[config.mk]
export PLATFORM = sky130hd
export DESIGN_NAME = rfs_sequencer
export DESIGN_NICKNAME = d
export VERILOG_FILES = /design/src/inc/rfs_pkg.sv /design/src/inc/rfs_if.sv /design/src/rtl/rfs_regs.sv /design/src/rtl/rfs_sequencer.sv
export SDC_FILE = /design/constraint.sdc
export NUM_CORES = 1
export LEC_CHECK = 0
export BUFFER_PORTS_ARGS = -buffer_cell sky130_fd_sc_hd__buf_2
export CAP_MARGIN = 20
export CORE_UTILIZATION = 43
export DETAILED_ROUTE_END_ITERATION = 10
export MAX_ROUTING_LAYER = met4
export PLACE_DENSITY_LB_ADDON = 0.1
export SLEW_MARGIN = 20
export SYNTH_ARGS = -nofsm -noshare
export SYNTH_HDL_FRONTEND = slang
export SYNTH_SLANG_ARGS = --single-unit
export TNS_END_PERCENT = 5
[constraint.sdc]
create_clock -name sys_clk -period 2.3 [get_ports sys_clk]
set_input_delay 0.575 -clock sys_clk [delete_from_list [all_inputs] [get_ports sys_clk]]
set_output_delay 0.575 -clock sys_clk [all_outputs]
set_load 0.02 [all_outputs]
[src/inc/rfs_pkg.sv]
// package: register map, field layout, resets and encodings of the receive follow-up sequencer
// Notes on behaviour
// - settle limit 3/7/15/31 chips per code
// - phase error 8/15/30/60 deg, tolerance 8/4/2/1 %
// - follow-up control is eight bits at 36h
// - timer preamble failure: bit7 powers down, else stop+interrupt
// - command preamble failure: bit6 powers down, else stop
// - timer wake success, bit5 clear: stop plus interrupt
// - timer wake success: 11 receive+interrupt, 10 preamble
// - timer wake failure: bit3 powers down, else stop+interrupt
// - command wake success: 0X stop+interrupt, 11 receive, 10 preamble
// - command wake failure: bit0 powers down, else stop
// - time constant lives in receive control bits 4:3
// - status top bit set on failure, clear on success
package rfs_pkg;
    // ------------------------------------------------------------
    // register addresses
    // ------------------------------------------------------------
    localparam logic [7:0] ADDR_FOLLOWUP = 8'h36;   // follow-up control
    localparam logic [7:0] ADDR_RXCTRL   = 8'h35;   // receive control
    localparam logic [7:0] ADDR_SIGSTAT  = 8'h37;   // signal monitor result
    // ------------------------------------------------------------
    // field positions
    // ------------------------------------------------------------
    localparam int BIT_PREA_TF  = 7;  // preamble_timer_fail_action
    localparam int BIT_PREA_CF  = 6;  // preamble_command_fail_action
    localparam int BIT_WAKE_TS  = 4;  // wake_timer_success_action, low bit of two
    localparam int BIT_WAKE_TF  = 3;  // wake_timer_fail_action
    localparam int BIT_WAKE_CS  = 1;  // wake_command_success_action, low bit of two
    localparam int BIT_WAKE_CF  = 0;  // wake_command_fail_action
    localparam int BIT_TC_LO    = 3;  // clk_recovery_time_const low bit
    localparam int BIT_FAIL     = 7;  // failure flag in result register
    // ------------------------------------------------------------
    // reset values
    // ------------------------------------------------------------
    localparam logic [7:0] RST_FOLLOWUP = 8'h88;
    localparam logic [7:0] RST_RXCTRL   = 8'h00;
    // ------------------------------------------------------------
    // encodings
    // ------------------------------------------------------------
    localparam logic [1:0] CODE_RECEIVE  = 2'h3;
    localparam logic [1:0] CODE_PREAMBLE = 2'h2;
    typedef enum logic [2:0] {
        ACT_NONE      = 3'b000,
        ACT_POWERDOWN = 3'b001,
        ACT_STOP      = 3'b010,
        ACT_PREAMBLE  = 3'b011,
        ACT_RECEIVE   = 3'b100
    } rfs_act_e;
    typedef enum logic [1:0] {
        ST_IDLE     = 2'b00,
        ST_WAKE     = 2'b01,
        ST_PREAMBLE = 2'b10,
        ST_RECEIVE  = 2'b11
    } rfs_state_e;
    // settling limit in chips per code
    function automatic logic [4:0] rfs_settle(input logic [1:0] code);
        case (code)
            2'h0: rfs_settle = 5'h03;
            2'h1: rfs_settle = 5'h07;
            2'h2: rfs_settle = 5'h0F;
            default: rfs_settle = 5'h1F;
        endcase
    endfunction : rfs_settle
endpackage : rfs_pkg

[src/inc/rfs_if.sv]
// interface: register values handed from the register file to the sequencer
`timescale 1ns/1ps
`default_nettype none
interface rfs_if;
    logic [7:0] followup;   // follow-up control contents
    logic [1:0] timeConst;  // clock-recovery code
    modport regs (output followup, output timeConst);
    modport core (input followup, input timeConst);
endinterface : rfs_if
`default_nettype wire

[src/rtl/rfs_regs.sv]
// module: register file of the follow-up sequencer
`timescale 1ns/1ps
`default_nettype none
module rfs_regs
    import rfs_pkg::*;
(
    input  wire logic       sys_clk,
    input  wire logic       arst_n,
    input  wire logic       regWrite,
    input  wire logic [7:0] regAddr,
    input  wire logic [7:0] regWdata,
    rfs_if.regs             cfg
);
    logic [7:0] followup_q;   // follow-up control
    logic [7:0] followup_d;
    logic [1:0] timeConst_q;  // receive control: only the time-constant field is kept
    logic [1:0] timeConst_d;

    // next values on host writes
    always_comb begin
        followup_d = followup_q;
        timeConst_d = timeConst_q;
        if (regWrite && regAddr == ADDR_FOLLOWUP) begin
            followup_d = regWdata;
        end
        if (regWrite && regAddr == ADDR_RXCTRL) begin
            timeConst_d = regWdata[BIT_TC_LO +: 2];
        end
    end

    // storage
    always_ff @(posedge sys_clk or negedge arst_n) begin
        if (!arst_n) begin
            followup_q <= RST_FOLLOWUP;
            timeConst_q <= RST_RXCTRL[BIT_TC_LO +: 2];
        end else begin
            followup_q <= followup_d;
            timeConst_q <= timeConst_d;
        end
    end

    assign cfg.followup  = followup_q;
    assign cfg.timeConst = timeConst_q;
endmodule : rfs_regs
`default_nettype wire

[src/rtl/rfs_sequencer.sv]
// module: top of the receive follow-up sequencer
`timescale 1ns/1ps
`default_nettype none
module rfs_sequencer
    import rfs_pkg::*;
(
    input  wire logic       sys_clk,        // 25 MHz digital clock
    input  wire logic       arst_n,         // async reset, low
    input  wire logic       regWrite,       // host write strobe
    input  wire logic       regRead,        // host read strobe
    input  wire logic [7:0] regAddr,        // host register address
    input  wire logic [7:0] regWdata,       // host write data
    output logic      [7:0] regRdata,       // host read data
    input  wire logic       wakeStartTimer, // polling timer starts wake search
    input  wire logic       wakeStartCmd,   // host command starts wake search
    input  wire logic       preaStartCmd,   // host command starts preamble detection
    input  wire logic       opDone,         // current search or detection finished
    input  wire logic       opFailed,       // qualifies opDone: failed
    input  wire logic       chipTick,       // one pulse per recovered chip
    output logic            wakeSearchOn,   // wake search active
    output logic            preambleOn,     // preamble detection active
    output logic            receiveOn,      // data reception active
    output logic            powerDown,      // power-down request pulse
    output logic            nmiPulse,       // non-maskable interrupt pulse
    output logic      [1:0] clkRecoveryTimeConst, // selected code
    output logic      [4:0] settleLimit,    // settle limit in chips
    output logic            clkRecoverySettled    // loop allowed to be settled
);
    // ------------------------------------------------------------
    // registers
    // ------------------------------------------------------------
    rfs_if cfg ();

    rfs_regs u_regs (
        .sys_clk  (sys_clk),
        .arst_n   (arst_n),
        .regWrite (regWrite),
        .regAddr  (regAddr),
        .regWdata (regWdata),
        .cfg      (cfg)
    );

    // ------------------------------------------------------------
    // operation state
    // ------------------------------------------------------------
    rfs_state_e state_q;      // what the receiver does now
    rfs_state_e state_d;
    logic       byTimer_q;    // operation launched by polling timer
    logic       byTimer_d;
    logic       failed_q;     // result of last operation
    logic       failed_d;
    logic       nmi_q;        // interrupt pulse register
    logic       nmi_d;
    logic       pd_q;         // power-down pulse register
    logic       pd_d;
    logic [4:0] settleCnt_q;  // chips since a search or detection started
    logic [4:0] settleCnt_d;
    logic [7:0] rdata_q;
    logic [7:0] rdata_d;
    rfs_act_e   act;          // chosen follow-up action
    logic       nmiReq;       // action calls for interrupt

    // follow-up decision for a finished operation
    always_comb begin
        act    = ACT_NONE;
        nmiReq = 1'b0;
        if (opDone && state_q == ST_PREAMBLE && opFailed) begin
            if (byTimer_q) begin
                act    = cfg.followup[BIT_PREA_TF] ? ACT_POWERDOWN : ACT_STOP;
                nmiReq = !cfg.followup[BIT_PREA_TF];
            end else begin
                act = cfg.followup[BIT_PREA_CF] ? ACT_POWERDOWN : ACT_STOP;
            end
        end else if (opDone && state_q == ST_PREAMBLE) begin
            act = ACT_RECEIVE;
        end else if (opDone && state_q == ST_WAKE && opFailed) begin
            if (byTimer_q) begin
                act    = cfg.followup[BIT_WAKE_TF] ? ACT_POWERDOWN : ACT_STOP;
                nmiReq = !cfg.followup[BIT_WAKE_TF];
            end else begin
                act = cfg.followup[BIT_WAKE_CF] ? ACT_POWERDOWN : ACT_STOP;
            end
        end else if (opDone && state_q == ST_WAKE) begin
            if (byTimer_q) begin
                case (cfg.followup[BIT_WAKE_TS +: 2])
                    CODE_RECEIVE: begin
                        act    = ACT_RECEIVE;
                        nmiReq = 1'b1;
                    end
                    CODE_PREAMBLE: act = ACT_PREAMBLE;
                    default: begin
                        act    = ACT_STOP;
                        nmiReq = 1'b1;
                    end
                endcase
            end else begin
                case (cfg.followup[BIT_WAKE_CS +: 2])
                    CODE_RECEIVE:  act = ACT_RECEIVE;
                    CODE_PREAMBLE: act = ACT_PREAMBLE;
                    default: begin
                        act    = ACT_STOP;
                        nmiReq = 1'b1;
                    end
                endcase
            end
        end
    end

    // next state, origin, result, pulses
    always_comb begin
        state_d     = state_q;
        byTimer_d   = byTimer_q;
        failed_d    = failed_q;
        nmi_d       = nmiReq;
        pd_d        = (act == ACT_POWERDOWN);
        settleCnt_d = settleCnt_q;
        if (chipTick && settleCnt_q != 5'h1F) begin
            settleCnt_d = settleCnt_q + 5'h01;
        end
        if (opDone && (state_q == ST_WAKE || state_q == ST_PREAMBLE)) begin
            failed_d = opFailed;
        end
        case (act)
            ACT_POWERDOWN, ACT_STOP: state_d = ST_IDLE;
            ACT_PREAMBLE: begin
                state_d     = ST_PREAMBLE;   // origin kept for this chain
                settleCnt_d = 5'h00;
            end
            ACT_RECEIVE:  state_d = ST_RECEIVE;
            default: begin
                // new launches only from idle
                if (state_q == ST_IDLE && wakeStartTimer) begin
                    state_d     = ST_WAKE;
                    byTimer_d   = 1'b1;
                    settleCnt_d = 5'h00;
                end else if (state_q == ST_IDLE && wakeStartCmd) begin
                    state_d     = ST_WAKE;
                    byTimer_d   = 1'b0;
                    settleCnt_d = 5'h00;
                end else if (state_q == ST_IDLE && preaStartCmd) begin
                    state_d     = ST_PREAMBLE;
                    byTimer_d   = 1'b0;
                    settleCnt_d = 5'h00;
                end
            end
        endcase
    end

    // read data mux
    always_comb begin
        rdata_d = rdata_q;
        if (regRead) begin
            case (regAddr)
                ADDR_FOLLOWUP: rdata_d = cfg.followup;
                ADDR_RXCTRL:   rdata_d = {3'h0, cfg.timeConst, 3'h0};
                ADDR_SIGSTAT:  rdata_d = {failed_q, 7'h00};
                default:       rdata_d = 8'h00;
            endcase
        end
    end

    // state registers
    always_ff @(posedge sys_clk or negedge arst_n) begin
        if (!arst_n) begin
            state_q     <= ST_IDLE;
            byTimer_q   <= 1'b0;
            failed_q    <= 1'b0;
            nmi_q       <= 1'b0;
            pd_q        <= 1'b0;
            settleCnt_q <= 5'h00;
            rdata_q     <= 8'h00;
        end else begin
            state_q     <= state_d;
            byTimer_q   <= byTimer_d;
            failed_q    <= failed_d;
            nmi_q       <= nmi_d;
            pd_q        <= pd_d;
            settleCnt_q <= settleCnt_d;
            rdata_q     <= rdata_d;
        end
    end

    // ------------------------------------------------------------
    // outputs
    // ------------------------------------------------------------
    assign wakeSearchOn         = (state_q == ST_WAKE);
    assign preambleOn           = (state_q == ST_PREAMBLE);
    assign receiveOn            = (state_q == ST_RECEIVE);
    assign powerDown            = pd_q;
    assign nmiPulse             = nmi_q;
    assign regRdata             = rdata_q;
    assign clkRecoveryTimeConst = cfg.timeConst;
    assign settleLimit          = rfs_settle(cfg.timeConst);
    assign clkRecoverySettled   = (settleCnt_q >= rfs_settle(cfg.timeConst));
endmodule : rfs_sequencer
`default_nettype wire

* Yosys cells after proc, flatten, opt, wreduce, memory -nomap -nowiden
Index checks and enable logic that the tools add are counted.
Operators by class: add/subtract/negate cells 1, order comparisons 1, equal/unequal tests 17, multiplexer cells 36, bitwise logic cells 1, reduce and logical (&&, ||, !) cells 23
Operators with widths (count):
- $eq A8 B6 Y1 const B | 3
- $pmux W8 S3 | 1
- $mux W5 | 4
- $mux W2 | 9
- $mux W3 | 5
- $pmux W5 S3 | 1
- $eq A2 B2 Y1 const B | 7
- $mux W1 | 12
- $pmux W3 S2 | 2
- $logic_and A1 B1 Y1 | 11
- $pmux W5 S2 | 1
- $eq A3 B2 Y1 const B | 2
- $pmux W2 S3 | 1
- $reduce_bool A6 Y1 | 1
- $add A5 B1 Y5 const B | 1
- $ge A5 B5 Y1 | 1
- $ne A5 B5 Y1 const B | 1
- $eq A2 B1 Y1 const B | 2
- $logic_not A2 Y1 | 2
- $reduce_or A2 Y1 | 2
- $reduce_or A4 Y1 | 1
- $eq A3 B1 Y1 const B | 1
- $eq A3 B3 Y1 const B | 1
- $reduce_bool A3 Y1 | 1
- other kinds (5) | 6
Storage, ports and cells: register bits after elaboration 29, input bits 26, output and inout port bits 21, word-level logic and storage cells 88

* Logic depth before layout (Yosys ltp)
word-level depth 11, mapped depth 8

* Hierarchy
Synthesis repeated with hierarchy kept, for this count alone.
Unflattened totals: cells, all modules 161, area total of the unflattened synthesis 1670.4 um^2
Modules (own cells, without submodules):
- rfs_sequencer | instances 1, cells each 136, area each 1236.2 um^2
- rfs_regs | instances 1, cells each 25, area each 434.2 um^2

* Worst setup path before layout
No wires, ideal clock.
kind register to output, start point register u_regs.timeConst_q[1] (netlist: u_regs.cfg.timeConst[1]), end point output port clkRecoverySettled, arrival time 1.569 ns, slack 0.156 ns, cell stages (with the launch flop) 7, path buffers 0, path through dfrtp_1 -> or2_2 -> inv_1 -> ha_1 -> nor2b_1 -> o21ai_0 -> a21oi_1
On the way: longest elaborated chain between the ends 3, elaborated cells on any way between the ends 5
Ends and longest elaborated chain:
- from (decl) | RTL line rfs_regs.sv:16 | logic [1:0] timeConst_q;
- from (signal assigned) | RTL line rfs_regs.sv:35 | timeConst_q <= RST_RXCTRL[BIT_TC_LO +: 2];
- from (signal assigned) | RTL line rfs_regs.sv:38 | timeConst_q <= timeConst_d;
- $eq A2 B2 Y1 (tied with other cells)
- $pmux W5 S3 (*)
- net settleLimit[2] | RTL line rfs_sequencer.sv:26 | output logic [4:0] settleLimit,
- $ge A5 B5 Y1 (*) | RTL line rfs_sequencer.sv:194 | assign clkRecoverySettled = (settleCnt_q >= rfs_settle(cfg.timeConst));
- to (decl) | RTL line rfs_sequencer.sv:27 | output logic clkRecoverySettled
Mark *: on every way through the listed nets, which the timed path passes. The rest lies on a longest branch.

* Worst setup path after layout
start point register u_regs.timeConst_q[0] (netlist: u_regs.cfg.timeConst[0]), end point output port clkRecoverySettled
On the way: longest elaborated chain between the ends 3, elaborated cells on any way between the ends 5
Ends and longest elaborated chain:
- $eq A2 B2 Y1 (tied with other cells) | RTL line rfs_pkg.sv:58 | case (code)
- $pmux W5 S3 (*) | RTL line rfs_pkg.sv:58
- $ge A5 B5 Y1 (*) | RTL line rfs_sequencer.sv:194
Mark *: on every way between the ends. The rest lies on a longest branch, timed or not.

==> impl_metrics.xml <==
<?xml version="1.0" encoding="UTF-8"?>
<metrics>
  <group name="clock_network">
    <metric name="cts_inserted_buffers" unit="">5</metric>
    <metric name="clock-sinks" unit="">29</metric>
    <metric name="clockBufferDepth" unit="">2</metric>
    <metric name="hold_buffer_count_at_cts" unit="">0</metric>
    <metric name="insertion_delay" unit="ps">270</metric>
    <metric name="clk_pin_slew_worst_paths" unit="ps">60</metric>
    <metric name="cts_root_buf" unit="">sky130_fd_sc_hd__clkbuf_8</metric>
    <metric name="htreeDepth" unit="">2</metric>
    <metric name="tritoncts" unit="">built</metric>
  </group>
  <group name="synth">
    <metric name="count_of_different_cell_masters_after_synthesis" unit="">41</metric>
    <metric name="synth_edf_count" unit="">0</metric>
    <metric name="dominant_combinational_cell_family_by_area_after_synthesis" unit="">simple AND/OR/NAND/NOR gates</metric>
    <metric name="post_synth_fa_ha_maj_area_fraction" unit="%">6.988</metric>
    <metric name="post-synth-top-area-fraction" unit="%">41.93</metric>
    <metric name="synth-main-ff-cell" unit="">sky130_fd_sc_hd__dfrtp_1</metric>
    <metric name="sequential_to_total_area_share_from_yosys_stat" unit="%">45.19</metric>
    <metric name="avgSynthCellArea" unit="um2">10.14</metric>
    <metric name="yosys-top-cells-area" unit="">sky130_fd_sc_hd__dfrtp_1 42%, sky130_fd_sc_hd__mux2_2 8.4%, sky130_fd_sc_hd__ha_1 7.0%, sky130_fd_sc_hd__dfstp_2 3.3%, sky130_fd_sc_hd__inv_1 3.3%</metric>
    <metric name="synthesis.instances" unit="">159</metric>
    <metric name="mappedNetlistArea" unit="um2">1612</metric>
    <metric name="synth_area_leader" unit="">sky130_fd_sc_hd__dfrtp_1</metric>
    <metric name="synth_xor_area_share" unit="%">1.630</metric>
    <metric name="synth-warning-count" unit="">0</metric>
    <metric name="dominant_cell_by_count_in_the_synthesized_netlist" unit="">sky130_fd_sc_hd__dfrtp_1</metric>
    <metric name="synth_commonest_cells" unit="">27 x sky130_fd_sc_hd__dfrtp_1, 14 x sky130_fd_sc_hd__inv_1, 13 x sky130_fd_sc_hd__nand2_1</metric>
    <metric name="synth_compound_area_share" unit="%">12.42</metric>
    <metric name="yosys_register_bits" unit="">29</metric>
    <metric name="synth_simple_gate_area_share" unit="%">15.30</metric>
    <metric name="synth-async-reset-ratio" unit="%">100.0</metric>
    <metric name="post_synth_mux_area_share" unit="%">12.11</metric>
  </group>
  <group name="setup_path">
    <metric name="regToRegStartpoint" unit="">state_q[0]</metric>
    <metric name="critical_path_arrival" unit="ps">1630</metric>
    <metric name="worstSetupStartpointType" unit="">register</metric>
    <metric name="r2r_setup_slack" unit="ps">380</metric>
    <metric name="critical_path_peak_fanout" unit="">2</metric>
    <metric name="regToRegEndpoint" unit="">settleCnt_q[1]</metric>
    <metric name="critical_path.endpoint_type" unit="">output port</metric>
    <metric name="required" unit="ps">1730</metric>
    <metric name="r2r_cells" unit="">6</metric>
    <metric name="timing_worst_setup_path_type" unit="">register to output port</metric>
  </group>
  <group name="floorplanning">
    <metric name="io-pin-count" unit="">47</metric>
    <metric name="start_util" unit="%">46.46</metric>
    <metric name="coreArea" unit="um2">3468</metric>
    <metric name="die_area" unit="um2">3997</metric>
    <metric name="std_cell_rows" unit="">21</metric>
    <metric name="die_w" unit="um">63.22</metric>
    <metric name="fp.dieH" unit="um">63.22</metric>
  </group>
  <group name="global_routing">
    <metric name="overflow" unit="">0</metric>
    <metric name="maximum_number_of_pins_on_one_net_before_global_route_repair" unit="">30</metric>
    <metric name="grt_first_pass_wirelength" unit="um">5416</metric>
    <metric name="antenna_found_initial" unit="">0</metric>
    <metric name="grt_pass1_vias" unit="">1191</metric>
    <metric name="groute.usage.overall" unit="%">18.24</metric>
  </group>
  <group name="drt">
    <metric name="via_per_inst" unit="">5.095</metric>
    <metric name="routed-via-count" unit="">1284</metric>
    <metric name="detail_route.wirelength" unit="um">3175</metric>
    <metric name="antenna_left" unit="">0</metric>
    <metric name="route.detailed.wl_per_inst" unit="um">12.60</metric>
    <metric name="detail_route.drc_violations" unit="">0</metric>
    <metric name="violation_count_after_the_first_detailed_route_iteration" unit="">57</metric>
    <metric name="detail_route.first_pass.iterations" unit="">4</metric>
  </group>
  <group name="cells_and_area">
    <metric name="final_net_count" unit="">240</metric>
    <metric name="final_layout_size_suffix_gt1_share" unit="%">36.41</metric>
    <metric name="total_inserted_antenna_cells" unit="">0</metric>
    <metric name="area_growth" unit="%">23.84</metric>
  </group>
  <group name="timing">
    <metric name="tmin_final" unit="ps">2207</metric>
    <metric name="post-route-worst-setup-slack" unit="ps">92.79</metric>
    <metric name="clock.fmax" unit="MHz">453.1</metric>
    <metric name="timing.final.hold_violations" unit="">0</metric>
    <metric name="worst_clock_skew" unit="ps">2.888</metric>
    <metric name="setup_repair_after_global_routing_missed_its_margin" unit="">no</metric>
    <metric name="worst_max_slew_margin_expressed_relative_to_the_limit" unit="%">57.71</metric>
    <metric name="finalMaxSlewViolations" unit="">0</metric>
    <metric name="timing.final.setup_violations" unit="">0</metric>
    <metric name="final.setup.tns" unit="ps">0</metric>
    <metric name="slew_at_the_pin_closest_to_its_max_slew_limit" unit="ps">634.3</metric>
    <metric name="fin_crit_sh" unit="%">95.97</metric>
  </group>
  <group name="placement">
    <metric name="placement.setup.worst_slack" unit="ps">210.5</metric>
    <metric name="hpwl" unit="um">2396</metric>
    <metric name="portBuffers" unit="">44</metric>
    <metric name="finalWeightedCongestion" unit="">0.9412</metric>
  </group>
  <group name="power">
    <metric name="p_per_area" unit="nW/um2">880.2</metric>
    <metric name="static-leakage-power" unit="nW">1.002</metric>
    <metric name="ir_worst_vdd" unit="mV">0.4930</metric>
  </group>
  <group name="run">
    <metric name="max-cap-violations" unit="">0</metric>
  </group>
  <group name="hold_path">
    <metric name="hold_path.class" unit="">input pin to async pin</metric>
  </group>
  <group name="run_status">
    <metric name="result_of_the_run" unit="">completed</metric>
  </group>
</metrics>
[flip-flops by register name, summed over array words and instances, names as in the netlist]
| name | cells |
|---|---|
| nmiPulse | 1 |
| regRdata | 8 |
| state_q | 2 |
| u_regs.cfg.timeConst | 2 |
| u_regs.cfg.followup | 8 |
| failed_q | 1 |
| settleCnt_q | 5 |
| byTimer_q | 1 |
| powerDown | 1 |
[timing repair]
item / CTS / global route
setup endpoints to repair: 1 / 1
endpoints found under the hold margin: 0 / 0
pin swaps: 0 / 3
resized for setup: 1 / 4
setup buffers: 2 / 0
[cells in the final DEF (no fill, tap or decap), types with 2 or more instances in the layout]
cell type,count
sky130_fd_sc_hd__buf_2,43
sky130_fd_sc_hd__dfrtp_1,27
sky130_fd_sc_hd__inv_1,13
sky130_fd_sc_hd__nand2_1,13
sky130_fd_sc_hd__mux2_2,12
sky130_fd_sc_hd__nor2_1,9
sky130_fd_sc_hd__o21ai_0,8
sky130_fd_sc_hd__a21oi_1,8
sky130_fd_sc_hd__ha_1,8
sky130_fd_sc_hd__clkbuf_8,6
sky130_fd_sc_hd__o22ai_1,5
sky130_fd_sc_hd__and3_1,3
sky130_fd_sc_hd__nor2b_1,3
sky130_fd_sc_hd__mux2i_1,3
sky130_fd_sc_hd__nand3_1,3
sky130_fd_sc_hd__buf_4,3
sky130_fd_sc_hd__nand2b_1,2
sky130_fd_sc_hd__nor3b_1,2
sky130_fd_sc_hd__xor2_1,2
sky130_fd_sc_hd__nand4_1,2
sky130_fd_sc_hd__nor3_1,2
sky130_fd_sc_hd__a22o_1,2
sky130_fd_sc_hd__mux2_4,2
sky130_fd_sc_hd__conb_1,2
sky130_fd_sc_hd__dfstp_2,2
[logic make-up (layout without fill, tap and decap cells)]
logic type / Yosys count / count (layout)
simple gates: 46 / 46
compound gates: 32 / 32
flops: 29 / 29
buf+inv: 22 / 68
mux: 17 / 17
fa+ha+maj: 9 / 9
xor+xnor: 3 / 3
other cells: 1 / 2
[critical path, cell delays in order (launching register included)]
cell and delay (ps):
sky130_fd_sc_hd__dfrtp_1 380, sky130_fd_sc_hd__or2_4 250, sky130_fd_sc_hd__inv_2 60, sky130_fd_sc_hd__ha_4 180, sky130_fd_sc_hd__nor2b_1 120, sky130_fd_sc_hd__o21ai_1 130, sky130_fd_sc_hd__a21oi_1 80, sky130_fd_sc_hd__buf_4 150
[metal layers]
metal | wire [um] | track usage (%) | vias to the layer above
met5 | 0 | - | -
met4 | 39 | 7.670 | 0
met3 | 181 | 4.167 | 4
met2 | 1513 | 28.36 | 47
met1 | 1440 | 22.81 | 594
li1 | - | - | 639
[layout make-up]
cell class / instances / area [um2]
repair buffers: 46 / 237.7
clock buffers: 7 / 86.33
fillers: 331 / 1473
flip-flops and latches: 29 / 728.2
clock inverters: 1 / 30.03
inverters: 14 / 52.55
well taps: 46 / 57.56
multi-input cells: 109 / 803.3
[power by group]
part	switching, mW	internal, mW	total (mW)
combinational	0.299	0.248	0.546
clock	0.184	0.353	0.536
sequential	0.0883	0.586	0.674
total	0.571	1.19	1.76
[stage by stage]
stage	util (%)	total power, mW	std cells	hold slack (ps)	area, um2
6_report	57.54	1.757	252	317.0	1996
5_1_grt	57.54	1.877	252	362.1	1996
4_1_cts	57.03	1.761	252	340.5	1978
3_5_place_dp	53.25	1.203	242	512.1	1847
3_3_place_gp	53.25	1.195	242	513.1	1847
2_1_floorplan	-	1.064	160	279.4	1615
[worst max-delay path by stage]
| stage | from | endpoint | slack (ps) | cells after the start |
|---|---|---|---|---|
| floorplan | u_regs.cfg.timeConst[1] | clkRecoverySettled | 160 | 6 |
| CTS | u_regs.cfg.timeConst[1] | clkRecoverySettled | 10 | 7 |
| global placement | u_regs.cfg.timeConst[1] | clkRecoverySettled | 270 | 7 |
| finish | u_regs.cfg.timeConst[0] | clkRecoverySettled | 90 | 7 |
| global route | u_regs.cfg.timeConst[0] | clkRecoverySettled | 9 | 7 |
| detailed placement | u_regs.cfg.timeConst[1] | clkRecoverySettled | 210 | 7 |
Power figures use the tool's default switching activity.
